<file path="src/core/fdc_seek_pkg.sv">
// Constants for the drive positioning and status command interpreter
package fdc_seek_pkg;
    // Command codes
    localparam logic [7:0] OP_SPECIFY   = 8'h03;
    localparam logic [7:0] OP_SDS       = 8'h04;
    localparam logic [7:0] OP_RECAL     = 8'h07;
    localparam logic [7:0] OP_SIS       = 8'h08;
    localparam logic [7:0] OP_SEEK      = 8'h0F;
    localparam logic [7:0] OP_CONFIGURE = 8'h13;
    // Parameter byte counts
    localparam logic [1:0] NPAR_SPECIFY   = 2'h2;
    localparam logic [1:0] NPAR_SDS       = 2'h1;
    localparam logic [1:0] NPAR_RECAL     = 2'h1;
    localparam logic [1:0] NPAR_SEEK      = 2'h2;
    localparam logic [1:0] NPAR_CONFIGURE = 2'h3;
    // Field positions in select and configure bytes
    localparam int SEL_HEAD_BIT = 2;
    localparam int CFG_IMPLIED_BIT = 6;
    // Status byte zero fields
    localparam logic [7:0] STAT_INVALID  = 8'h80;
    localparam logic [7:0] STAT_ABNORMAL = 8'h40;
    localparam logic [7:0] STAT_SEEK_END = 8'h20;
    localparam logic [7:0] STAT_EQUIP    = 8'h10;
    // Drive status byte bit positions
    localparam int DS_WPROT_BIT = 6;
    localparam int DS_READY_BIT = 5;
    localparam int DS_TRK0_BIT  = 4;
    localparam int DS_TWOSD_BIT = 3;
    // Reset values
    localparam logic [7:0] CYL_RESET = 8'h00;
    localparam logic [7:0] BYTE_ZERO = 8'h00;
    // Recalibrate gives up after this many steps
    localparam logic [7:0] RECAL_STEP_LIMIT = 8'h50;
    // Step timing
    localparam int CLK_MHZ       = 125;
    localparam int STEP_RATE_US  = 3;
    localparam int STEP_PULSE_US = 1;
    localparam int STEP_CYC      = STEP_RATE_US * CLK_MHZ;
    localparam int PULSE_CYC     = STEP_PULSE_US * CLK_MHZ;
    localparam logic [9:0] STEP_CYC_W  = 10'(STEP_CYC - 1);
    localparam logic [9:0] PULSE_END_W = 10'(STEP_CYC - PULSE_CYC);
    localparam logic [9:0] TIMER_ZERO  = 10'h000;
endpackage : fdc_seek_pkg

</file>
<file path="src/core/floppy_seek_status_cmds.sv">
// Command interpreter for seek, recalibrate and sense commands
`timescale 1ns/1ps
module floppy_seek_status_cmds (
    input  wire logic       sys_clk,          // System clock, 125 MHz
    input  wire logic       rst,              // Asynchronous reset, active high
    input  wire logic       ce,               // Clock enable, freezes all state when low
    input  wire logic       host_wr_valid,    // Host offers a command or parameter byte
    input  wire logic [7:0] host_wr_data,     // Command or parameter byte
    output logic            host_wr_ready,    // Byte can be taken
    output logic            res_valid,        // Result byte available
    output logic      [7:0] res_data,         // Current result byte
    input  wire logic       res_rd,           // Host pops the result byte
    output logic            int_out,          // Seek or recalibrate finished
    output logic      [3:0] drive_busy,       // Per-drive seek busy
    output logic            step_out,         // Head step pulse
    output logic            dir_out,          // Step direction, high steps inward
    output logic      [1:0] drive_sel,        // Drive being positioned
    input  wire logic       trk0_pin,         // Track zero from drive
    input  wire logic       wprot_pin,        // Write protect from drive
    input  wire logic       ready_pin,        // Ready from drive
    input  wire logic       twosd_pin,        // Two sided from drive
    input  wire logic       xfer_seek_req,    // Transfer logic asks for an implied seek
    input  wire logic [1:0] xfer_seek_drive,  // Drive for implied seek
    input  wire logic [7:0] xfer_seek_cyl,    // Cylinder for implied seek
    output logic            xfer_seek_done,   // Implied seek finished or skipped, one cycle
    output logic            implied_seek_enable // Configured implied seek enable
);
    typedef enum logic [2:0] {
        S_IDLE   = 3'b000,
        S_PARAM  = 3'b001,
        S_EXEC   = 3'b011,
        S_WAIT   = 3'b010,
        S_RESULT = 3'b110
    } fsm_e;

    typedef struct packed {
        fsm_e            fsm;
        logic [7:0]      op;
        logic [1:0]      npar;
        logic [1:0]      drv;
        logic            head;
        logic [7:0]      target;
        logic [3:0][7:0] cyl;
        logic            pend;
        logic [7:0]      stat;
        logic [7:0]      stat_cyl;
        logic [1:0][7:0] rbuf;
        logic [1:0]      rcnt;
        logic            ridx;
        logic            imp_en;
        logic [9:0]      timer;
        logic [7:0]      nsteps;
        logic            recal;
        logic            implied;
        logic            step;
        logic            dir;
        logic [3:0]      busy;
        logic            irq;
        logic            done;
        logic            wr_ready;
        logic            rvalid;
        logic [7:0]      rdata;
    } core_s;

    core_s      st_q;
    core_s      st_d;
    logic [3:0] pins_s;

    // Number of parameter bytes after a code; 0 for none or unknown
    function automatic logic [1:0] par_count(input logic [7:0] op);
        case (op)
            fdc_seek_pkg::OP_SPECIFY:   par_count = fdc_seek_pkg::NPAR_SPECIFY;
            fdc_seek_pkg::OP_SDS:       par_count = fdc_seek_pkg::NPAR_SDS;
            fdc_seek_pkg::OP_RECAL:     par_count = fdc_seek_pkg::NPAR_RECAL;
            fdc_seek_pkg::OP_SEEK:      par_count = fdc_seek_pkg::NPAR_SEEK;
            fdc_seek_pkg::OP_CONFIGURE: par_count = fdc_seek_pkg::NPAR_CONFIGURE;
            default:                    par_count = 2'h0;
        endcase
    endfunction : par_count

    // True for codes this block knows
    function automatic logic known_op(input logic [7:0] op);
        known_op = (par_count(op) != 2'h0) || (op == fdc_seek_pkg::OP_SIS);
    endfunction : known_op

    // Drive pins, filtered against metastability and bounce
    pin_sync3 #(.W(4)) u_sync (
        .sys_clk (sys_clk),
        .rst     (rst),
        .ce      (ce),
        .d       ({twosd_pin, ready_pin, wprot_pin, trk0_pin}),
        .q       (pins_s)
    );

    logic wr_take;
    logic rd_take;
    assign wr_take = host_wr_valid && st_q.wr_ready;
    assign rd_take = res_rd && st_q.rvalid;

    // Next-state logic
    always_comb
    begin
        st_d      = st_q;
        st_d.done = 1'b0;
        case (st_q.fsm)
            S_IDLE:
            begin
                if (wr_take)
                begin
                    st_d.op   = host_wr_data;
                    st_d.npar = par_count(host_wr_data);
                    if (host_wr_data == fdc_seek_pkg::OP_SIS)
                    begin
                        // Report last seek end, then clear it
                        st_d.rbuf[0] = st_q.pend ? st_q.stat : fdc_seek_pkg::STAT_INVALID;
                        st_d.rbuf[1] = st_q.stat_cyl;
                        st_d.rcnt    = st_q.pend ? 2'h2 : 2'h1;
                        st_d.pend    = 1'b0;
                        st_d.irq     = 1'b0;
                        st_d.fsm     = S_RESULT;
                    end
                    else if (!known_op(host_wr_data))
                    begin
                        st_d.rbuf[0] = fdc_seek_pkg::STAT_INVALID;
                        st_d.rcnt    = 2'h1;
                        st_d.fsm     = S_RESULT;
                    end
                    else
                    begin
                        st_d.fsm = S_PARAM;
                    end
                end
                else if (xfer_seek_req)
                begin
                    st_d.done = !st_q.imp_en;
                    if (st_q.imp_en)
                    begin
                        st_d.drv     = xfer_seek_drive;
                        st_d.target  = xfer_seek_cyl;
                        st_d.implied = 1'b1;
                        st_d.recal   = 1'b0;
                        st_d.busy[xfer_seek_drive] = 1'b1;
                        st_d.fsm     = S_EXEC;
                    end
                end
            end
            S_PARAM:
            begin
                if (wr_take)
                begin
                    st_d.npar = st_q.npar - 2'h1;
                    case (st_q.op)
                        fdc_seek_pkg::OP_CONFIGURE:
                        begin
                            if (st_q.npar == 2'h2)
                            begin
                                st_d.imp_en = host_wr_data[fdc_seek_pkg::CFG_IMPLIED_BIT];
                            end
                        end
                        fdc_seek_pkg::OP_SEEK, fdc_seek_pkg::OP_RECAL,
                        fdc_seek_pkg::OP_SDS:
                        begin
                            if (st_q.npar == par_count(st_q.op))
                            begin
                                st_d.drv  = host_wr_data[1:0];
                                st_d.head = host_wr_data[fdc_seek_pkg::SEL_HEAD_BIT];
                            end
                            else
                            begin
                                st_d.target = host_wr_data;
                            end
                        end
                        default:
                        begin
                        end
                    endcase
                    if (st_q.npar == 2'h1)
                    begin
                        st_d.fsm = S_IDLE;
                        if (st_q.op == fdc_seek_pkg::OP_SDS)
                        begin
                            // One byte of drive condition
                            st_d.rbuf[0] = {1'b0, pins_s[1], pins_s[2], pins_s[0], pins_s[3],
                                            st_d.head, st_d.drv};
                            st_d.rcnt    = 2'h1;
                            st_d.fsm     = S_RESULT;
                        end
                        else if (st_q.op == fdc_seek_pkg::OP_SEEK ||
                                 st_q.op == fdc_seek_pkg::OP_RECAL)
                        begin
                            st_d.recal   = (st_q.op == fdc_seek_pkg::OP_RECAL);
                            st_d.implied = 1'b0;
                            st_d.nsteps  = fdc_seek_pkg::BYTE_ZERO;
                            st_d.busy[st_d.drv] = 1'b1;
                            st_d.fsm     = S_EXEC;
                        end
                    end
                end
            end
            S_EXEC:
            begin
                if (st_q.recal ? pins_s[0] : (st_q.cyl[st_q.drv] == st_q.target))
                begin
                    // Arrived; recalibrate zeroes the cylinder
                    if (st_q.recal)
                    begin
                        st_d.cyl[st_q.drv] = fdc_seek_pkg::CYL_RESET;
                    end
                    st_d.busy[st_q.drv] = 1'b0;
                    st_d.fsm = S_IDLE;
                    if (st_q.implied)
                    begin
                        st_d.done = 1'b1;
                    end
                    else
                    begin
                        st_d.pend    = 1'b1;
                        st_d.irq     = 1'b1;
                        st_d.stat     = fdc_seek_pkg::STAT_SEEK_END | {5'h00, st_q.head, st_q.drv};
                        st_d.stat_cyl = st_d.cyl[st_q.drv];
                    end
                end
                else if (st_q.recal && st_q.nsteps == fdc_seek_pkg::RECAL_STEP_LIMIT)
                begin
                    // Track zero never seen: abnormal end with equipment check
                    st_d.busy[st_q.drv] = 1'b0;
                    st_d.pend    = 1'b1;
                    st_d.irq     = 1'b1;
                    st_d.stat     = fdc_seek_pkg::STAT_ABNORMAL | fdc_seek_pkg::STAT_SEEK_END |
                                    fdc_seek_pkg::STAT_EQUIP | {5'h00, st_q.head, st_q.drv};
                    st_d.stat_cyl = st_q.cyl[st_q.drv];
                    st_d.fsm     = S_IDLE;
                end
                else
                begin
                    // Issue one step and track the head position
                    st_d.dir    = !st_q.recal && (st_q.target > st_q.cyl[st_q.drv]);
                    st_d.cyl[st_q.drv] = st_d.dir ? st_q.cyl[st_q.drv] + 8'h01
                                                  : st_q.cyl[st_q.drv] - 8'h01;
                    st_d.nsteps = st_q.nsteps + 8'h01;
                    st_d.step   = 1'b1;
                    st_d.timer  = fdc_seek_pkg::STEP_CYC_W;
                    st_d.fsm    = S_WAIT;
                end
            end
            S_WAIT:
            begin
                st_d.timer = st_q.timer - 10'h001;
                if (st_q.timer == fdc_seek_pkg::PULSE_END_W)
                begin
                    st_d.step = 1'b0;
                end
                if (st_q.timer == fdc_seek_pkg::TIMER_ZERO)
                begin
                    st_d.fsm = S_EXEC;
                end
            end
            S_RESULT:
            begin
                if (rd_take)
                begin
                    st_d.ridx = 1'b1;
                    if (st_q.rcnt == 2'h1 || st_q.ridx)
                    begin
                        st_d.ridx = 1'b0;
                        st_d.fsm  = S_IDLE;
                    end
                end
            end
            default:
            begin
                st_d.fsm = S_IDLE;
            end
        endcase
        // Registered handshake outputs follow the next state
        st_d.wr_ready = (st_d.fsm == S_IDLE) || (st_d.fsm == S_PARAM);
        st_d.rvalid   = (st_d.fsm == S_RESULT);
        st_d.rdata    = st_d.rbuf[st_d.ridx];
    end

    // State register
    always_ff @(posedge sys_clk or posedge rst)
    begin
        if (rst)
        begin
            st_q          <= '0;
            st_q.fsm      <= S_IDLE;
            st_q.wr_ready <= 1'b1;
        end
        else if (ce)
        begin
            st_q <= st_d;
        end
    end

    assign host_wr_ready       = st_q.wr_ready;
    assign res_valid           = st_q.rvalid;
    assign res_data            = st_q.rdata;
    assign int_out             = st_q.irq;
    assign drive_busy          = st_q.busy;
    assign step_out            = st_q.step;
    assign dir_out             = st_q.dir;
    assign drive_sel           = st_q.drv;
    assign xfer_seek_done      = st_q.done;
    assign implied_seek_enable = st_q.imp_en;
endmodule : floppy_seek_status_cmds

</file>
<file path="src/core/pin_sync3.sv">
// Three-stage input synchroniser with agreement filter
`timescale 1ns/1ps
module pin_sync3 #(
    parameter int W = 4
) (
    input  wire logic         sys_clk, // System clock
    input  wire logic         rst,     // Asynchronous reset, active high
    input  wire logic         ce,      // Clock enable
    input  wire logic [W-1:0] d,       // Raw pin levels
    output logic      [W-1:0] q        // Filtered levels
);
    typedef struct packed {
        logic [W-1:0] s1;
        logic [W-1:0] s2;
        logic [W-1:0] s3;
        logic [W-1:0] q;
    } sync_s;

    sync_s st_q;
    sync_s st_d;

    // Shift chain; output follows once stages two and three agree
    always_comb
    begin
        st_d    = st_q;
        st_d.s1 = d;
        st_d.s2 = st_q.s1;
        st_d.s3 = st_q.s2;
        for (int i = 0; i < W; i++)
        begin
            if (st_q.s2[i] == st_q.s3[i])
            begin
                st_d.q[i] = st_q.s3[i];
            end
        end
    end

    // State register
    always_ff @(posedge sys_clk or posedge rst)
    begin
        if (rst)
        begin
            st_q <= '0;
        end
        else if (ce)
        begin
            st_q <= st_d;
        end
    end

    assign q = st_q.q;
endmodule : pin_sync3

</file>
<file path="config.mk">
export PLATFORM = sky130hd
export DESIGN_NAME = floppy_seek_status_cmds
export DESIGN_NICKNAME = d
export VERILOG_FILES = /design/src/core/fdc_seek_pkg.sv /design/src/core/floppy_seek_status_cmds.sv /design/src/core/pin_sync3.sv
export SDC_FILE = /design/constraint.sdc
export NUM_CORES = 1
export LEC_CHECK = 0
export BUFFER_PORTS_ARGS = -buffer_cell sky130_fd_sc_hd__buf_2
export CAP_MARGIN = 30
export CORE_UTILIZATION = 55
export CTS_CLUSTER_SIZE = 8
export DETAILED_ROUTE_END_ITERATION = 16
export PLACE_DENSITY = 0.76
export SYNTH_ARGS = -nofsm -noshare
export SYNTH_HDL_FRONTEND = slang
export SYNTH_HIERARCHICAL = 1
export SYNTH_SLANG_ARGS = --single-unit
</file>
<file path="constraint.sdc">
create_clock -name sys_clk -period 4.1 [get_ports sys_clk]
set_input_delay 1.025 -clock sys_clk [delete_from_list [all_inputs] [get_ports sys_clk]]
set_output_delay 1.025 -clock sys_clk [all_outputs]
set_load 0.02 [all_outputs]
</file>
==> summary.md, run 1 <==
| Metric | Value |
|---|---|
| Status | complete, no violations |
| Total GRT Usage | 29.4% |
| # port buffers | 48 |
| Crit Path Max Fanout | 13 |
| MaxCap Viol Count | 0 |
| Seq pwr share | 38.1% |
| Cts hold-fix bufs | 0 |
| R2R cell count | 17 |
| Mapped Cells | 769 |
| Fin. max-slew vios | 0 |
| Least-Margin Pin Slew | 0.883 ns |
| WS Path Type | flip-flop to flip-flop |
| Fill cell count | 1104 |
| H-tree levels | 4 |
| Hold-critical path endpoint | st_q[71]$_DFFE_PP0P_ |
| Total die area | 14400 µm² |
| Clock Latency Late Sink | 0.42 ns |
| Vias in the first global route | 6027 |
| Layout cells sized above 1 | 19.8% |
| Initial antenna violation count | 0 |
| CP most frequent cell | inv_1 |
| Synth warn | 6 |
| Worst VDD drop | 0.273 mV |
| Syn_nets | 818 |
| Clock Tree Buf Depth | 2 |
| Flops & latches, synth | 143 |
| WHS | 0.486 ns |
| # clock sinks | 143 |
| Final Hold Viols | 0 |
| RSZ-0062 raised after global routing | false |
| Internal power | 3.19 mW |
| Core footprint | 13400 µm² |
| TritonRoute pass-1 iters | 5 |
| Min-Delay Startpoint | st_q[71]$_DFFE_PP0P_ |
| Arrival @ worst endpoint | 4.19 ns |
| DP Cell Count | 962 |
| Die Height | 120 µm |
| Max Freq | 0.258 GHz |
| Critical path's slowest cell | mux4_2 |
| Reg2Reg Setup Slack | 0.22 ns |
| Final wirelength | 19.8 mm |
| Net Sw Power | 1.73 mW |
| Tmin final | 3.88 ns |
| Comb pwr share | 31.5% |
| Clk_skew | 0.0102 ns |
| Power Dens Cells | 572 nW/µm² |
| CP endpoint kind | flip-flop |
| Number of flops mapped to enable cells by yosys | 0 |
| FF-to-FF Start | drive_sel[0]$_DFFE_PP0P_ |
| DR iter-0 viols | 705 |
| Top-count cell post-synth | dfrtp_1 |
| Antenna Cells | 0 |
| Worst rel slew slack | 41.1% |
| GRT overflow | 0 |
| Final net count | 854 |
| Pleak | 3.87 nW |
| CTS root buf | clkbuf_16 |
| Worst setup SP type | flip-flop |
| Total CTS buffers | 17 |
| ANT nets after route | 0 |
| I/O pins | 49 |
| Routed len/inst | 19.9 µm |
| Post-Syn Area | 7670 µm² |
| Sequential share of the synthesized area | 46.6% |
| CTS tree | yes |
| Area contributors post-synth | dfrtp_1 46%, mux2_2 5.1%, nand2_1 4.1% |
| First-pass GRT wire length | 32.3 mm |
| Post-synth top area cell | dfrtp_1 |
| Clk pwr share | 30.3% |
| Die width | 120 µm |
| Post-Layout Cell Count | 994 |
| R2r endpoint | st_q[105]$_DFFE_PP0P_ |
| P&R area growth vs syn | 12.0% |
| Largest net degree at the start of global routing | 68 |
| Async set or reset register ratio after synthesis | 100% |
| Share of the synthesized area in the top cell type | 46.3% |
| Remaining DRCs | 0 |
| Final Setup Violations | 0 |
| Worst hold path depth | 1 |
| CP cell instances | buf_4 -> mux4_2 -> inv_1 -> ha_1 -> nand4_1 -> nor2_1 -> or4_1 -> buf_4 -> inv_1 -> fa_1 -> inv_1 -> a21o_1 -> a21oi_1 -> o21bai_1 -> a21oi_1 -> xnor2_1 -> a22o_1 |
| Row cnt | 42 |
| HP Class | flip-flop to flip-flop |
| Fin crit share | 94.7% |
| Finished Core Util | 64.1% |
| Via count | 6185 |
| Worst-path clk slew | 0.06 ns |
| Required time worst endpoint | 4.40 ns |
| Overall power | 4.92 mW |
| Via-per-instance ratio | 6.22 |
| Synth cell count leaders | 142 x dfrtp_1, 83 x nand2_1, 59 x nor2_1, 46 x o21ai_0, 42 x a21oi_1 |
| Synthesized area per cell | 9.98 µm² |
| Initial Util | 57.3% |
| HPWL Detailed | 14.4 mm |
| Fin Setup TNS | 0 ns |
| Max stage delay on crit path | 0.59 ns |
| Most used DFF post-synth | dfrtp_1 |
| Synth unique cells | 65 |
| Net Sw Frac | 35.2% |
| Placer Congestion | 0.908 |
-- power groups by stage --
stage | Combinational [mW] | Sequential (mW) | Clock (mW)
after floorplan | 1.19 | 1.82 | 0
after global routing | 1.72 | 1.91 | 1.57
final | 1.55 | 1.88 | 1.49
after global placement | 1.45 | 1.88 | 0
after detailed placement | 1.49 | 1.89 | 0
after CTS | 1.50 | 1.87 | 1.50
-- what timing repair did --
action | 4_1_cts | 5_1_grt
resized for setup | 0 | 3
setup endpoints to repair | 0 | 8
setup buffers | 0 | 0
endpoints found under the hold margin | 0 | 0
-- state kept, by name, summed over array words and instances, names as in the netlist, 2 cells and up --
register,count
drive_busy,4
drive_sel,2
res_data,8
st_q,107
u_sync/q,4
u_sync/st_d,8
u_sync/st_q,4
-- cell families (layout without fill, tap and decap cells) --
kind of cell	Yosys count	in the layout	synth area share (%)
adders and majority gates	21	21	3.52
buffers and inverters	82	131	5.27
xor gates and xnor gates	20	20	2.28
and+or+nand+nor	256	256	16.0
AOI/OAI and AO/OA	189	189	16.3
muxes	58	58	9.91
DFF	143	143	46.6
-- critical path, delay by kind of cell, from the launching register on --
kind / cells / cell delay, ns
adder cells (fa/ha/maj): 2 / 0.44
flip-flops: 1 / 0.34
multiplexers: 1 / 0.59
AO/OA/AOI/OAI: 5 / 0.89
XOR/XNOR: 1 / 0.13
buffers and inverters: 5 / 0.65
AND/OR/NAND/NOR: 3 / 0.74
-- layout make-up --
type / count / area [µm²] / area share, %
clock buffer: 25 / 475 / 5.53
sequential: 143 / 3580 / 41.7
multi-input combinational: 544 / 3720 / 43.3
tap: 176 / 220 / 2.56
timing repair buffer: 65 / 380 / 4.43
inverter: 34 / 131 / 1.53
clock inverter: 7 / 88.8 / 1.03
-- how the worst max path moves through the flow --
stage / end / start / slack, ns / cells after the start
after detailed placement: st_q[104]$_DFFE_PP0P_ / drive_sel[0]$_DFFE_PP0P_ / 0.16 / 15
final: st_q[105]$_DFFE_PP0P_ / drive_sel[0]$_DFFE_PP0P_ / 0.22 / 17
after global routing: st_q[105]$_DFFE_PP0P_ / drive_sel[0]$_DFFE_PP0P_ / 0.02 / 17
after CTS: st_q[104]$_DFFE_PP0P_ / drive_sel[0]$_DFFE_PP0P_ / 0.16 / 15
after floorplan: st_q[104]$_DFFE_PP0P_ / drive_sel[0]$_DFFE_PP0P_ / 0.03 / 16
after global placement: st_q[104]$_DFFE_PP0P_ / drive_sel[0]$_DFFE_PP0P_ / 0.36 / 15
-- routing by layer --
layer	up-vias	routed length [µm]	global-route usage, %
met3	36	1520	5.70
met4	0	350	8.98
met5	-	0	0
met2	290	9030	44.3
li1	2829	-	-
met1	3030	8910	42.7
-- layout by cell type (no fill, tap or decap), types with 7 or more instances in the layout --
| master | count |
|---|---|
| a21o_1 | 8 |
| mux4_2 | 8 |
| clkbuf_16 | 17 |
| a21oi_1 | 42 |
| buf_2 | 48 |
| nand2_1 | 83 |
| o21ai_0 | 46 |
| nand2b_1 | 13 |
| o221ai_1 | 9 |
| nand3_1 | 22 |
| mux2_4 | 7 |
| ha_1 | 20 |
| nor2_1 | 59 |
| xnor2_1 | 12 |
| nand4_1 | 11 |
| nor3_1 | 19 |
| dfrtp_1 | 142 |
| inv_1 | 31 |
| mux2i_1 | 7 |
| buf_4 | 16 |
| mux2_2 | 35 |
| o31ai_1 | 7 |
| a22o_1 | 33 |
| a31oi_1 | 10 |
-- stage by stage --
stage,cell area [µm²],setup slack (ns)
after CTS,8570,0.159
final,8590,0.217
after detailed placement,8010,0.165
after floorplan,7680,0.0347
after global placement,8010,0.359
after global routing,8590,0.0168
No activity file was read; power rests on OpenSTA's default activity.
==> run 2, diff against run 1 <==
--- a/config.mk
+++ b/config.mk
@@ -6,11 +6,12 @@
 export NUM_CORES = 1
 export LEC_CHECK = 0
 export BUFFER_PORTS_ARGS = -buffer_cell sky130_fd_sc_hd__buf_2
-export CAP_MARGIN = 30
+export CAP_MARGIN = 10
 export CORE_UTILIZATION = 55
+export CTS_BUF_LIST = sky130_fd_sc_hd__clkbuf_8
 export CTS_CLUSTER_SIZE = 8
 export DETAILED_ROUTE_END_ITERATION = 16
-export PLACE_DENSITY = 0.76
+export PLACE_DENSITY = 0.75
 export SYNTH_ARGS = -nofsm -noshare
 export SYNTH_HDL_FRONTEND = slang
 export SYNTH_HIERARCHICAL = 1
==> run 2 against run 1 <==
Net effect: critical path depth shrank 1; worst hold slack gained 0.0012 ns; die area is the same; combinational power grew 4%; design area shrank 1.3%; sequential cell count is the same; global-route usage shrank 0.35 points; clock power shrank 19%; largest cell class unchanged; highest routed layer unchanged.
==> summary.md, run 2 (synthesis gave the netlist of run 1 again) <==
| Metric | Value |
|---|---|
| Fill cell count | 1117 |
| MaxCap Viol Count | 0 |
| Final Hold Viols | 0 |
| Top Metal Used | met4 |
| Fin Setup TNS | 0 ns |
| WL met1 | 8.75 mm |
| # port buffers | 48 |
| Met2 WL | 8.75 mm |
| Least-Margin Pin Slew | 0.923 ns |
| Commonest non-fill, non-tap cell in the layout | dfrtp_1 |
| CTS tree | yes |
| Worst VDD drop | 0.327 mV |
| I/O pins | 49 |
| Fin crit share | 94.6% |
| Core footprint | 13400 µm² |
| DP Cell Count | 961 |
| Commonest cells after routing, fill and taps aside | 142 x dfrtp_1, 83 x nand2_1, 59 x nor2_1 |
| Cts hold-fix bufs | 0 |
| Met3 WL post-DR | 1.45 mm |
| DR iter-0 viols | 550 |
| Arrival @ worst endpoint | 4.23 ns |
| Total GRT Usage | 29.0% |
| First-pass GRT wire length | 32.1 mm |
| Total CTS buffers | 17 |
| Initial Util | 57.3% |
| Via-per-instance ratio | 6.16 |
| TritonRoute pass-1 iters | 5 |
| Total die area | 14400 µm² |
| Worst-path clk slew | 0.08 ns |
| Remaining DRCs | 0 |
| Layout cells sized above 1 | 20.7% |
| RSZ-0062 raised after global routing | false |
| GRT overflow | 0 |
| Placer Congestion | 0.965 |
| Row cnt | 42 |
| Final net count | 853 |
| Die Height | 120 µm |
| Clk_skew | 0.00927 ns |
| Overall power | 4.68 mW |
| # clock sinks | 143 |
| P&R area growth vs syn | 10.5% |
| Crit Path Max Fanout | 7 |
| Reg with most FFs | st_q |
| Power Dens Cells | 552 nW/µm² |
| CTS root buf | clkbuf_8 |
| WS Path Type | flip-flop to flip-flop |
| HP Class | flip-flop to flip-flop |
| Clock Latency Late Sink | 0.46 ns |
| Max Freq | 0.258 GHz |
| Antenna Cells | 0 |
| Clock Tree Buf Depth | 2 |
| HPWL Detailed | 14.6 mm |
| Routed len/inst | 19.5 µm |
| Initial antenna violation count | 0 |
| H-tree levels | 4 |
| Worst setup SP type | flip-flop |
| Final Setup Violations | 0 |
| Fin. max-slew vios | 0 |
| CP endpoint kind | flip-flop |
| Pleak | 3.79 nW |
| Post-Layout Cell Count | 993 |
| Finished Core Util | 63.3% |
| Vias in the first global route | 6062 |
| ANT nets after route | 0 |
| Die width | 120 µm |
| Status | complete, no violations |
| Max FFs per register | 107 |
| Required time worst endpoint | 4.45 ns |
| Worst rel slew slack | 38.3% |
| Largest net degree at the start of global routing | 56 |
| Tmin final | 3.88 ns |
| WHS | 0.487 ns |
| Final wirelength | 19.4 mm |
| Via count | 6119 |
run 2: final cells by class:
| class | count | area (µm²) | area share [%] |
|---|---|---|---|
| Multi-Input combinational cell | 544 | 3730 | 44.0 |
| Timing Repair Buffer | 64 | 385 | 4.54 |
| Clock inverter | 12 | 158 | 1.86 |
| Clock buffer | 20 | 275 | 3.24 |
| Inverter | 34 | 131 | 1.55 |
| Sequential cell | 143 | 3580 | 42.2 |
| Tap cell | 176 | 220 | 2.60 |
run 2: metal layers:
metal  up-vias  track usage (%)
met3        36             7.22
met5         -                0
met4         0             11.3
met2       249             43.2
li1       2820                -
met1      3014             40.7
run 2: path summary, 6_finish.rpt:
| check | startpoint | endpoint | slack [ns] | cells past startpoint |
|---|---|---|---|---|
| worst max-delay path | drive_sel[0]$_DFFE_PP0P_ | st_q[98]$_DFFE_PP0P_ | 0.22 | 16 |
| worst min-delay path | st_q[71]$_DFFE_PP0P_ | st_q[71]$_DFFE_PP0P_ | 0.49 | 1 |
| worst max register to register | drive_sel[0]$_DFFE_PP0P_ | st_q[98]$_DFFE_PP0P_ | 0.22 | 16 |
| worst min register to register | st_q[71]$_DFFE_PP0P_ | st_q[71]$_DFFE_PP0P_ | 0.49 | 1 |
| max in group asynchronous | rst | st_q[63]$_DFFE_PP0P_ | 2.53 | 3 |
| min in group asynchronous | rst | u_sync/st_d[8]$_DFFE_PP0P_ | 0.66 | 2 |
run 2: critical path, stage by stage (launching register included):
cell and delay, ns:
dfrtp_1 0.41, buf_4 0.21, mux4_2 0.59, inv_1 0.09, ha_1 0.24, nand4_1 0.14
nor2_1 0.06, or4_4 0.54, buf_4 0.19, ha_1 0.18, a21o_1 0.16, a31oi_2 0.20
nor2b_1 0.07, nor2_1 0.16, a21oi_1 0.14, xnor2_2 0.17, a22o_1 0.21
run 2: repair_timing:
item | CTS | global route
endpoints found under the setup margin | 0 | 8
gates resized for setup | 0 | 5
buffers inserted | 0 | 0
run 2: through the flow:
step | instance area [µm²] | worst slack [ns]
after global routing | 8480 | 0.0493
final | 8480 | 0.223
after floorplan | 7680 | 0.0347
after detailed placement | 8010 | 0.0951
after global placement | 8010 | 0.316
after CTS | 8450 | 0.0921
run 2: where the power goes:
group / total, mW / leakage, nW / internal, mW / switching [mW]
Sequential: 1.86 / 1.87 / 1.64 / 0.225
Clock: 1.21 / 0.212 / 0.653 / 0.553
Combinational: 1.61 / 1.71 / 0.658 / 0.956
==> run 3, diff against run 2 <==
--- a/config.mk
+++ b/config.mk
@@ -11,6 +11,7 @@
 export CTS_BUF_LIST = sky130_fd_sc_hd__clkbuf_8
 export CTS_CLUSTER_SIZE = 8
 export DETAILED_ROUTE_END_ITERATION = 16
+export GPL_TIMING_DRIVEN = 0
 export PLACE_DENSITY = 0.75
 export SYNTH_ARGS = -nofsm -noshare
 export SYNTH_HDL_FRONTEND = slang
==> run 3 against run 2 <==
Net effect: sequential share of layout area decreased by 1.4 points; core utilization grew 2.2 points; critical path depth decreased by 1; global-route usage down 0.067 points; clock skew increased by 0.0038 ns; sequential power barely moved; wire length increased by 0.52%; final cell count rose by 3.4%; largest cell class unchanged; largest power group unchanged.
==> summary.md, run 3 (synthesis gave the netlist of run 1 again) <==
| Metric | Value |
|---|---|
| Row cnt | 42 |
| Multi-input logic area | 3740 µm² |
| Max FFs per register | 107 |
| Place WS | -0.859 ns |
| Via count | 6308 |
| Final net count | 887 |
| Max Freq | 0.256 GHz |
| Placer Congestion | 0.954 |
| # port buffers | 45 |
| RSZ-0062 raised after global routing | false |
| Initial Util | 57.3% |
| Tmin final | 3.91 ns |
| Total CTS buffers | 17 |
| CP most frequent cell | nor2_1 |
| Final Hold Viols | 0 |
| Buffers & Inverters on Critical Path | 2 |
| WS Path Type | flip-flop to flip-flop |
| GRT overflow | 0 |
| # clock sinks | 143 |
| Largest net degree at the start of global routing | 41 |
| ANT nets after route | 0 |
| Clk_skew | 0.0131 ns |
| CP cell instances | clkbuf_4 -> mux4_2 -> inv_1 -> ha_1 -> nand4_1 -> nor2_1 -> or4_4 -> ha_4 -> a21o_1 -> a31oi_2 -> nor2b_1 -> nor2_1 -> o21ba_2 -> xor2_4 -> o21ai_1 |
| Status | complete, no violations |
| HP Class | flip-flop to flip-flop |
| Commonest non-fill, non-tap cell in the layout | dfrtp_1 |
| Layout cells sized above 1 | 21.6% |
| Arrival @ worst endpoint | 4.24 ns |
| Reg with most FFs | st_q |
| Die Height | 120 µm |
| DP Cell Count | 993 |
| Worst VDD drop | 0.390 mV |
| MaxCap Viol Count | 0 |
| Power Dens Cells | 567 nW/µm² |
| Overall power | 4.98 mW |
| CP top delay family | simple AND/OR/NAND/NOR gates |
| Routed len/inst | 19.0 µm |
| I/O pins | 49 |
| Final wirelength | 19.5 mm |
| Vias in the first global route | 6176 |
| Via-per-instance ratio | 6.14 |
| Fill cell count | 1056 |
| Total die area | 14400 µm² |
| CP Launch Point | drive_sel[1]$_DFFE_PP0P_ |
| Final Setup Violations | 0 |
| Max stage delay on crit path | 0.62 ns |
| HPWL Detailed | 14.4 mm |
| H-tree levels | 4 |
| CTS root buf | clkbuf_8 |
| DR iter-0 viols | 699 |
| Antenna Cells | 0 |
| Min-Delay Startpoint | st_q[71]$_DFFE_PP0P_ |
| P&R area growth vs syn | 14.4% |
| CTS tree | yes |
| Cts hold-fix bufs | 0 |
| CP endpoint kind | flip-flop |
| WHS | 0.477 ns |
| Pleak | 3.95 nW |
| Initial antenna violation count | 0 |
| Least-Margin Pin Slew | 0.823 ns |
| Core footprint | 13400 µm² |
| Fin crit share | 95.4% |
| First-pass GRT wire length | 32.0 mm |
| Required time worst endpoint | 4.43 ns |
| Fin. max-slew vios | 0 |
| Die width | 120 µm |
| Post-Layout Cell Count | 1027 |
| Critical path's slowest cell | or4_4 |
| Worst rel slew slack | 44.9% |
| Worst setup SP type | flip-flop |
| Clock Latency Late Sink | 0.45 ns |
| FF-to-FF Start | drive_sel[1]$_DFFE_PP0P_ |
| Reg area | 3580 µm² |
| Final worst slack | 0.187 ns |
| Worst-path clk slew | 0.08 ns |
| Crit Path Max Fanout | 10 |
| Remaining DRCs | 0 |
| Reg2Reg Setup Slack | 0.19 ns |
| Commonest cells after routing, fill and taps aside | 141 x dfrtp_1, 83 x nand2_1, 59 x nor2_1 |
| Total GRT Usage | 29.0% |
| TritonRoute pass-1 iters | 5 |
| Clock Tree Buf Depth | 2 |
run 3: cell types whose count changed in the layout (fill, tap and decap cells not counted), sizes merged:
cell and change:
bufinv +4, clkbuf +17, clkinvlp -2, buf +15, inv +1, clkinv -1
run 3: repair_timing:
action / CTS / global route
resized for setup: 9 / 3
endpoints found under the setup margin: 34 / 9
buffers inserted: 2 / 1
pin swaps: 1 / 0
run 3: per-layer routing:
layer	wire (µm)	track usage (%)	up-vias
li1	-	-	2898
met1	8510	40.5	3093
met2	9100	44.7	271
met3	1360	5.61	46
met4	529	10.9	0
met5	0	0	-
run 3: power by group:
part / internal, mW / switching [mW] / total (mW) / leakage (nW)
registers: 1.64 / 0.198 / 1.84 / 1.87
logic: 0.709 / 1.01 / 1.72 / 1.83
clock network: 0.866 / 0.554 / 1.42 / 0.255
total: 3.21 / 1.77 / 4.98 / 3.95
run 3: per-stage QoR:
step	cell area, µm²	setup TNS (ns)	utilization (%)
2_1_floorplan	7680	0	-
3_3_place_gp	8120	-8.15	60.6
3_5_place_dp	8190	-11.53	61.1
4_1_cts	8750	0	65.3
5_1_grt	8780	0	65.5
6_report	8780	0	65.5
run 3: path summary, 6_finish.rpt:
kind	endpoint	depth (start not counted)
max	st_q[88]$_DFFE_PP0P_	15
min	st_q[71]$_DFFE_PP0P_	1
max reg2reg	st_q[88]$_DFFE_PP0P_	15
min reg2reg	st_q[71]$_DFFE_PP0P_	1
max in group asynchronous	st_q[104]$_DFFE_PP0P_	4
min in group asynchronous	u_sync/q[0]$_DFFE_PP0P_	2
run 3: worst register-to-register path: cells and delay by family, from the launching register on:
family | cells | cell delay, ns
flops | 1 | 0.46
buf+inv | 2 | 0.44
fa+ha+maj | 2 | 0.54
simple gates | 5 | 1.06
mux | 1 | 0.41
xor+xnor | 1 | 0.23
compound gates | 4 | 0.68
run 3: area by class of cell:
class	instances	share of cell area (%)
buffer	47	3.26
inverter	34	1.50
clock inverter	14	2.98
tap	176	2.51
multi-input combinational	544	42.6
clock buffer	18	2.82
sequential	143	40.8
timing repair buffer	51	3.59
